<file path="src/hw/dmct_pkg.sv">
package dmct_pkg;
  localparam logic [1:0] MODE_13BIT = 2'h0;
  localparam logic [1:0] MODE_16BIT = 2'h1;
  localparam logic [1:0] MODE_8RELOAD = 2'h2;
  localparam logic [1:0] MODE_SPLIT = 2'h3;
  localparam logic [1:0] DIV_SEL_12 = 2'h0;
  localparam logic [1:0] DIV_SEL_4 = 2'h1;
  localparam logic [1:0] DIV_SEL_48 = 2'h2;
  localparam logic [1:0] DIV_SEL_EXT8 = 2'h3;
  localparam logic [5:0] DIV_12_LAST = 6'h0B;
  localparam logic [5:0] DIV_4_LAST = 6'h03;
  localparam logic [5:0] DIV_48_LAST = 6'h2F;
  localparam logic [2:0] DIV_EXT_LAST = 3'h7;
  localparam logic [15:0] COUNT_RESET = 16'h0000;
  localparam logic [12:0] MODE0_ALL_ONES = 13'h1FFF;
  localparam logic [7:0] BYTE_ALL_ONES = 8'hFF;
endpackage

</file>
<file path="src/hw/dmct_timers.sv">
`timescale 1ns/1ps
// Behaviour
// - each timer keeps a 16-bit count written and read as low and high bytes.
// - mode 0 counts 13 bits: high byte eight upper, low byte bits 4..0.
// - mode 0 wrap from 0x1FFF to 0 sets overflow flag and interrupt if enabled.
// - counter select one increments on each falling edge of the count pin.
// - counter select zero counts system clock or prescaled clock per clock select.
// - count only when run and (no gating or gate input at active level); B with A split ignores its run and gate.
// - setting run leaves the count untouched; software loads it first.
// - mode 1 is mode 0 over all 16 bits.
// - mode 2 low byte counts, reloads from high byte on wrap, sets overflow.
// - mode 3 timer A low byte uses timer A controls and sources.
// - mode 3 timer A high byte times internal clock, runs on B run, flags B.
// - with A split, B counts internal only and never sets its flag.
// - with A split, B runs in modes 0 to 2 and stops in mode 3.
// - timer B repeats modes 0 to 2 with its own bytes and bits.
// - each timer has its own two-bit mode field.
// - mode codes 00 13-bit, 01 16-bit, 10 reload, 11 split or inactive.
// - flags writable by software and cleared on interrupt vector acknowledge.
// - prescaler gives clk/12, clk/4, clk/48 or external clock/8 synchronised.
module dmct_timers (
  input wire logic clk_i,
  input wire logic rst_i,
  input wire logic count_input_pin_a_i,
  input wire logic count_input_pin_b_i,
  input wire logic external_gate_input_a_i,
  input wire logic external_gate_input_b_i,
  input wire logic ext_clk_i,
  input wire logic timer_a_run_i,
  input wire logic timer_b_run_i,
  input wire logic [1:0] timer_a_mode_i,
  input wire logic [1:0] timer_b_mode_i,
  input wire logic timer_a_counter_select_i,
  input wire logic timer_b_counter_select_i,
  input wire logic timer_a_pin_gating_i,
  input wire logic timer_b_pin_gating_i,
  input wire logic gate_a_polarity_i,
  input wire logic gate_b_polarity_i,
  input wire logic timer_a_clock_select_i,
  input wire logic timer_b_clock_select_i,
  input wire logic [1:0] clock_divider_field_i,
  input wire logic timer_a_irq_enable_i,
  input wire logic timer_b_irq_enable_i,
  input wire logic timer_a_low_byte_we_i,
  input wire logic timer_a_high_byte_we_i,
  input wire logic timer_b_low_byte_we_i,
  input wire logic timer_b_high_byte_we_i,
  input wire logic [7:0] wdata_i,
  input wire logic flag_a_we_i,
  input wire logic flag_b_we_i,
  input wire logic flag_wdata_i,
  input wire logic irq_a_ack_i,
  input wire logic irq_b_ack_i,
  output logic [7:0] timer_a_low_byte_o,
  output logic [7:0] timer_a_high_byte_o,
  output logic [7:0] timer_b_low_byte_o,
  output logic [7:0] timer_b_high_byte_o,
  output logic timer_a_overflow_flag_o,
  output logic timer_b_overflow_flag_o,
  output logic irq_a_o,
  output logic irq_b_o,
  output logic timer_b_overflow_pulse_o
);
  logic [1:0] pin_a_sync_r, pin_a_sync_nxt;
  logic [1:0] pin_b_sync_r, pin_b_sync_nxt;
  logic [1:0] gate_a_sync_r, gate_a_sync_nxt;
  logic [1:0] gate_b_sync_r, gate_b_sync_nxt;
  logic [1:0] ext_sync_r, ext_sync_nxt;
  logic pin_a_prev_r, pin_a_prev_nxt;
  logic pin_b_prev_r, pin_b_prev_nxt;
  logic ext_prev_r, ext_prev_nxt;
  logic [5:0] div_cnt_r, div_cnt_nxt;
  logic [2:0] ext_cnt_r, ext_cnt_nxt;
  logic presc_tick_r, presc_tick_nxt;
  logic [15:0] cnt_a_r, cnt_a_nxt;
  logic [15:0] cnt_b_r, cnt_b_nxt;
  logic flag_a_r, flag_a_nxt;
  logic flag_b_r, flag_b_nxt;
  logic ovf_b_pulse_r, ovf_b_pulse_nxt, irq_a_r, irq_a_nxt, irq_b_r, irq_b_nxt;
  logic edge_a, edge_b, ext_edge, split;
  logic gate_ok_a, gate_ok_b, tick_a, tick_b, tick_ah;
  logic ovf_a, ovf_ah, ovf_b;
  logic [5:0] div_last;

  // one timer step for modes 0..2 and the mode 3 low byte; returns ovf in bit 16 above the new count
  function automatic logic [16:0] dmct_step(input logic [1:0] mode, input logic [15:0] cnt);
    logic [16:0] res;
    logic [13:0] s13;
    logic [8:0] s8;
    s13 = {1'b0, cnt[15:8], cnt[4:0]} + 14'h0001;
    s8 = {1'b0, cnt[7:0]} + 9'h001;
    case (mode)
      dmct_pkg::MODE_13BIT: begin
        res = {(cnt[15:8] == dmct_pkg::MODE0_ALL_ONES[12:5]) &&
               (cnt[4:0] == dmct_pkg::MODE0_ALL_ONES[4:0]),
               s13[12:5], cnt[7:5], s13[4:0]};
      end
      dmct_pkg::MODE_16BIT: begin
        res = {1'b0, cnt} + 17'h00001;
      end
      dmct_pkg::MODE_8RELOAD: begin
        res = s8[8] ? {1'b1, cnt[15:8], cnt[15:8]} : {1'b0, cnt[15:8], s8[7:0]};
      end
      default: begin
        res = {(cnt[7:0] == dmct_pkg::BYTE_ALL_ONES), cnt[15:8], s8[7:0]};
      end
    endcase
    return res;
  endfunction
  always_comb begin
    pin_a_sync_nxt = {pin_a_sync_r[0], count_input_pin_a_i};
    pin_b_sync_nxt = {pin_b_sync_r[0], count_input_pin_b_i};
    gate_a_sync_nxt = {gate_a_sync_r[0], external_gate_input_a_i};
    gate_b_sync_nxt = {gate_b_sync_r[0], external_gate_input_b_i};
    ext_sync_nxt = {ext_sync_r[0], ext_clk_i};
    pin_a_prev_nxt = pin_a_sync_r[1];
    pin_b_prev_nxt = pin_b_sync_r[1];
    ext_prev_nxt = ext_sync_r[1];
  end

  assign edge_a = pin_a_prev_r & ~pin_a_sync_r[1];
  assign edge_b = pin_b_prev_r & ~pin_b_sync_r[1];
  assign ext_edge = ~ext_prev_r & ext_sync_r[1];

  always_comb begin
    case (clock_divider_field_i)
      dmct_pkg::DIV_SEL_4: div_last = dmct_pkg::DIV_4_LAST;
      dmct_pkg::DIV_SEL_48: div_last = dmct_pkg::DIV_48_LAST;
      default: div_last = dmct_pkg::DIV_12_LAST;
    endcase
    div_cnt_nxt = div_cnt_r;
    ext_cnt_nxt = ext_cnt_r;
    presc_tick_nxt = 1'b0;
    if (clock_divider_field_i == dmct_pkg::DIV_SEL_EXT8) begin
      if (ext_edge) begin
        ext_cnt_nxt = ext_cnt_r + 3'h1;
        presc_tick_nxt = (ext_cnt_r == dmct_pkg::DIV_EXT_LAST);
      end
    end else if (div_cnt_r >= div_last) begin
      div_cnt_nxt = 6'h00;
      presc_tick_nxt = 1'b1;
    end else begin
      div_cnt_nxt = div_cnt_r + 6'h01;
    end
  end

  assign split = (timer_a_mode_i == dmct_pkg::MODE_SPLIT);
  assign gate_ok_a = ~timer_a_pin_gating_i | (gate_a_sync_r[1] == gate_a_polarity_i);
  assign gate_ok_b = ~timer_b_pin_gating_i | (gate_b_sync_r[1] == gate_b_polarity_i);

  always_comb begin
    tick_a = timer_a_run_i & gate_ok_a &
             (timer_a_counter_select_i ? edge_a :
              (timer_a_clock_select_i | presc_tick_r));
    tick_ah = split & timer_b_run_i &
              (timer_a_clock_select_i | presc_tick_r);
    if (split) begin
      tick_b = (timer_b_mode_i != dmct_pkg::MODE_SPLIT) &
               (timer_b_clock_select_i | presc_tick_r);
    end else begin
      tick_b = timer_b_run_i & gate_ok_b & (timer_b_mode_i != dmct_pkg::MODE_SPLIT) &
               (timer_b_counter_select_i ? edge_b :
                (timer_b_clock_select_i | presc_tick_r));
    end
  end

  always_comb begin
    logic [16:0] sa;
    logic [16:0] sb;
    sa = dmct_step(timer_a_mode_i, cnt_a_r);
    sb = dmct_step(timer_b_mode_i, cnt_b_r);
    cnt_a_nxt = cnt_a_r;
    cnt_b_nxt = cnt_b_r;
    ovf_a = 1'b0;
    ovf_ah = 1'b0;
    ovf_b = 1'b0;
    if (tick_a) begin
      cnt_a_nxt[7:0] = sa[7:0];
      if (!split) begin
        cnt_a_nxt[15:8] = sa[15:8];
      end
      ovf_a = sa[16];
    end
    if (tick_ah) begin
      {ovf_ah, cnt_a_nxt[15:8]} = {1'b0, cnt_a_r[15:8]} + 9'h001;
    end
    if (tick_b) begin
      cnt_b_nxt = sb[15:0];
      ovf_b = sb[16];
    end
    if (timer_a_low_byte_we_i) begin
      cnt_a_nxt[7:0] = wdata_i;
    end
    if (timer_a_high_byte_we_i) begin
      cnt_a_nxt[15:8] = wdata_i;
    end
    if (timer_b_low_byte_we_i) begin
      cnt_b_nxt[7:0] = wdata_i;
    end
    if (timer_b_high_byte_we_i) begin
      cnt_b_nxt[15:8] = wdata_i;
    end
    flag_a_nxt = flag_a_r;
    if (flag_a_we_i) begin
      flag_a_nxt = flag_wdata_i;
    end else if (irq_a_ack_i) begin
      flag_a_nxt = 1'b0;
    end
    if (ovf_a) begin
      flag_a_nxt = 1'b1;
    end
    flag_b_nxt = flag_b_r;
    if (flag_b_we_i) begin
      flag_b_nxt = flag_wdata_i;
    end else if (irq_b_ack_i) begin
      flag_b_nxt = 1'b0;
    end
    if (split ? ovf_ah : ovf_b) begin
      flag_b_nxt = 1'b1;
    end
    ovf_b_pulse_nxt = ovf_b;
    irq_a_nxt = flag_a_nxt & timer_a_irq_enable_i;
    irq_b_nxt = flag_b_nxt & timer_b_irq_enable_i;
  end
  always_ff @(posedge clk_i) begin
    if (rst_i) begin
      pin_a_sync_r <= 2'h3;
      pin_b_sync_r <= 2'h3;
      gate_a_sync_r <= 2'h0;
      gate_b_sync_r <= 2'h0;
      ext_sync_r <= 2'h0;
      pin_a_prev_r <= 1'b1;
      pin_b_prev_r <= 1'b1;
      ext_prev_r <= 1'b0;
      div_cnt_r <= 6'h00;
      ext_cnt_r <= 3'h0;
      presc_tick_r <= 1'b0;
      cnt_a_r <= dmct_pkg::COUNT_RESET;
      cnt_b_r <= dmct_pkg::COUNT_RESET;
      flag_a_r <= 1'b0;
      flag_b_r <= 1'b0;
      ovf_b_pulse_r <= 1'b0;
      irq_a_r <= 1'b0;
      irq_b_r <= 1'b0;
    end else begin
      pin_a_sync_r <= pin_a_sync_nxt;
      pin_b_sync_r <= pin_b_sync_nxt;
      gate_a_sync_r <= gate_a_sync_nxt;
      gate_b_sync_r <= gate_b_sync_nxt;
      ext_sync_r <= ext_sync_nxt;
      pin_a_prev_r <= pin_a_prev_nxt;
      pin_b_prev_r <= pin_b_prev_nxt;
      ext_prev_r <= ext_prev_nxt;
      div_cnt_r <= div_cnt_nxt;
      ext_cnt_r <= ext_cnt_nxt;
      presc_tick_r <= presc_tick_nxt;
      cnt_a_r <= cnt_a_nxt;
      cnt_b_r <= cnt_b_nxt;
      flag_a_r <= flag_a_nxt;
      flag_b_r <= flag_b_nxt;
      ovf_b_pulse_r <= ovf_b_pulse_nxt;
      irq_a_r <= irq_a_nxt;
      irq_b_r <= irq_b_nxt;
    end
  end
  assign timer_a_low_byte_o = cnt_a_r[7:0];
  assign timer_a_high_byte_o = cnt_a_r[15:8];
  assign timer_b_low_byte_o = cnt_b_r[7:0];
  assign timer_b_high_byte_o = cnt_b_r[15:8];
  assign timer_a_overflow_flag_o = flag_a_r;
  assign timer_b_overflow_flag_o = flag_b_r;
  assign irq_a_o = irq_a_r;
  assign irq_b_o = irq_b_r;
  assign timer_b_overflow_pulse_o = ovf_b_pulse_r;
endmodule // dmct_timers

</file>
<file path="config.mk">
export PLATFORM = sky130hd
export DESIGN_NAME = dmct_timers
export DESIGN_NICKNAME = d
export VERILOG_FILES = /design/src/hw/dmct_pkg.sv /design/src/hw/dmct_timers.sv
export SDC_FILE = /design/constraint.sdc
export NUM_CORES = 1
export LEC_CHECK = 0
export ABC_AREA = 1
export BUFFER_PORTS_ARGS = -buffer_cell sky130_fd_sc_hd__buf_4
export CAP_MARGIN = 20
export CORE_UTILIZATION = 35
export DETAILED_ROUTE_END_ITERATION = 7
export PLACE_DENSITY = 0.65
export SETUP_SLACK_MARGIN = 0.3
export SLEW_MARGIN = 30
export SYNTH_ARGS = -nofsm -noshare
export SYNTH_HDL_FRONTEND = slang
export SYNTH_SLANG_ARGS = --single-unit
</file>
<file path="constraint.sdc">
create_clock -name clk_i -period 2.11 [get_ports clk_i]
set_input_delay 0.3165 -clock clk_i [delete_from_list [all_inputs] [get_ports clk_i]]
set_output_delay 0.3165 -clock clk_i [all_outputs]
set_load 0.02 [all_outputs]
</file>
==> out/qor.txt <==
outcome: finished clean
VDD IR max: 0.000520 V
Starting Density: 36.0%
die footprint: 12800 um2
skew final: 0.00750 ns
Slew @ Worst Pin: 0.467 ns
first-pass GRT wire length: 21.9 mm
layout cells sized above 1: 20.6%
unrepaired setup endpoints after global routing: yes
dpl ws: 0.212 ns
Reg2Reg Depth: 10
Hold Violations, Final: 0
synthesized area: 4320 um2
initial antenna violation count: 0
gpl congestion: 0.905
startpoint types: flip-flop
maximum clock frequency: 567 MHz
synth unique cells: 40
Leak Pwr: 2.70 nW
die height: 113 um
minimum clock period after layout: 1.76 ns
worst setup margin: 0.347 ns
largest net degree at the start of global routing: 30
Synth Warn #: 0
Total Wirelength: 13.6 mm
Final #Nets: 844
Syn Nets: 753
syn avg cell area: 6.17 um2
IO Count: 79
ANT nets after route: 0
ratio of final minimum period to clock period: 83.6%
Iteration-0 DRC Markers: 392
Hold Crit Depth: 2
Yosys top cell area share: 27.8%
DRT Pass-1 Iters: 5
leading area contributor after synthesis: dfxtp_1
crit path DAT: 2.04 ns
final slew viol count: 0
max-cap viol count: 0
flops & latches, synth: 60
Mapped Cells: 700
Final Setup Violations: 0
clock sinks: 60
diodes inserted: 0
die width: 113 um
CP Class: flip-flop to flip-flop
Required @ worst endpoint: 2.39 ns
fillers: 1274
Clock Pin Slew Worst Setup and Hold Paths: 0.05 ns
Post-Place Cells: 924
I/O Buffers: 78
critical-path maximum fanout: 8
synth top area cells: dfxtp_1 (28%), nand2_1 (15%), nor2_1 (8.1%)
post-route insts no fill: 943
Fin Setup TNS: 0 ns
routed vias: 4814
sequential area share after synthesis: 27.8%
Num CTS Buffers: 9
PwrDens: 626 nW/um2
FP Rows: 40
total core area: 12000 um2
Slew headroom: 68.7%
Post-route DRC: 0
H-tree depth: 3
TritonCTS clock tree: yes
area grow syn2layout: 26.9%
vias in the first global route: 4391
global route overflow: 0
WL/cell: 14.4 um
DP Wirelength: 10.3 mm
CTS Root Cell: clkbuf_16
vias per cell: 5.10
Total GRT Usage: 21.9%
Clock Tree Buf Depth: 2
Clock Latency Late Sink: 0.34 ns
CP endpoint kind: flip-flop
class of the worst hold path: input port to flip-flop
[sequential cells by signal (all words and copies together), names as in the netlist, 2 cells and up]
| register | count |
|---|---|
| gate_b_sync_r | 2 |
| cnt_a_r | 16 |
| pin_a_sync_r | 2 |
| ext_cnt_r | 3 |
| div_cnt_r | 6 |
| pin_b_sync_r | 2 |
| ext_sync_r | 2 |
| gate_a_sync_r | 2 |
| cnt_b_r | 16 |
[kinds of logic after synthesis]
family	synth area share, %
compound gates	15.3
xor+xnor	2.23
fa+ha+maj	3.19
buf+inv	9.44
flops	27.8
mux	0.232
simple gates	41.8
[metal layers]
| layer | up-vias | global-route usage, % | share of wire (%) |
|---|---|---|---|
| met1 | 2135 | 29.3 | 45 |
| li1 | 2455 | - | - |
| met4 | 0 | 7.63 | 2.0 |
| met5 | - | 0 | 0 |
| met2 | 198 | 34.2 | 44 |
| met3 | 26 | 5.41 | 9.1 |
[critical path: stages (launching register included)]
cell	delay, ns
dfxtp_1	0.54
nand2_2	0.15
nor2_2	0.14
inv_1	0.06
nor2_1	0.22
a21oi_1	0.15
nor2_2	0.10
nand3_1	0.12
nand2_1	0.09
nand2_1	0.06
nor2_2	0.06
[cells in the mapped netlist, drive strengths merged]
cell type    n
a21oi       52
nand3b       1
nor2       109
o22ai        3
nor4         2
o21bai       1
dfxtp       60
inv         92
o21ai       50
o211ai       7
nand4       11
a21boi       1
xnor2        2
buf          4
and2         2
mux2i        1
ha          11
a31oi        5
or2          4
xor2         9
o31ai        1
clkbuf       9
and3         1
clkinv       1
nand2      177
nand3       72
nor3        12
[through the flow]
step	utilization (%)	hold slack, ns	total power, mW	instance area [um2]
CTS	45.2	0.154	3.45	5430
detailed placement	42.6	0.393	1.95	5120
global placement	42.6	0.390	1.95	5120
floorplan	-	0.388	1.67	4320
finish	45.6	0.160	3.43	5480
global route	45.6	0.151	3.59	5480
[layout make-up]
| class | count | area, um2 | area share [%] |
|---|---|---|---|
| Clock buffer | 11 | 243 | 4.43 |
| Clock inverter | 5 | 61.3 | 1.12 |
| Inverter | 93 | 349 | 6.37 |
| Multi-Input combinational cell | 534 | 2730 | 49.8 |
| Sequential cell | 60 | 1210 | 22.0 |
| Tap cell | 147 | 184 | 3.36 |
| Timing Repair Buffer | 93 | 711 | 13.0 |
[repair_timing]
item | 4_1_cts | 5_1_grt
gates resized for setup | 0 | 8
buffers inserted | 0 | 3
hold buffers | 0 | 0
endpoints found under the setup margin | 0 | 24
[layout by cell type, fill, tap and decap left out, drive strengths merged, types with 11 or more instances in the layout]
master  count
nor3       12
inv        92
clkbuf     11
nor2      109
nand4      11
nand2     177
a21oi      52
dfxtp      60
ha         11
nand3      72
buf        93
o21ai      50
[power by group]
part | total, mW | switching [mW] | internal, mW
registers | 1.29 | 0.0851 | 1.20
logic | 0.645 | 0.390 | 0.255
clock network | 1.50 | 0.553 | 0.947
total | 3.43 | 1.03 | 2.40
[worst paths after layout]
check,from,to,slack (ns)
max,cnt_b_r[10],irq_b_o,0.35
min,count_input_pin_a_i,pin_a_sync_r[0],0.16
min reg2reg,ext_sync_r[0],ext_sync_r[1],0.40
max reg2reg,cnt_b_r[10],irq_b_o,0.35
Note: power is estimated with default switching activity, not from simulation.
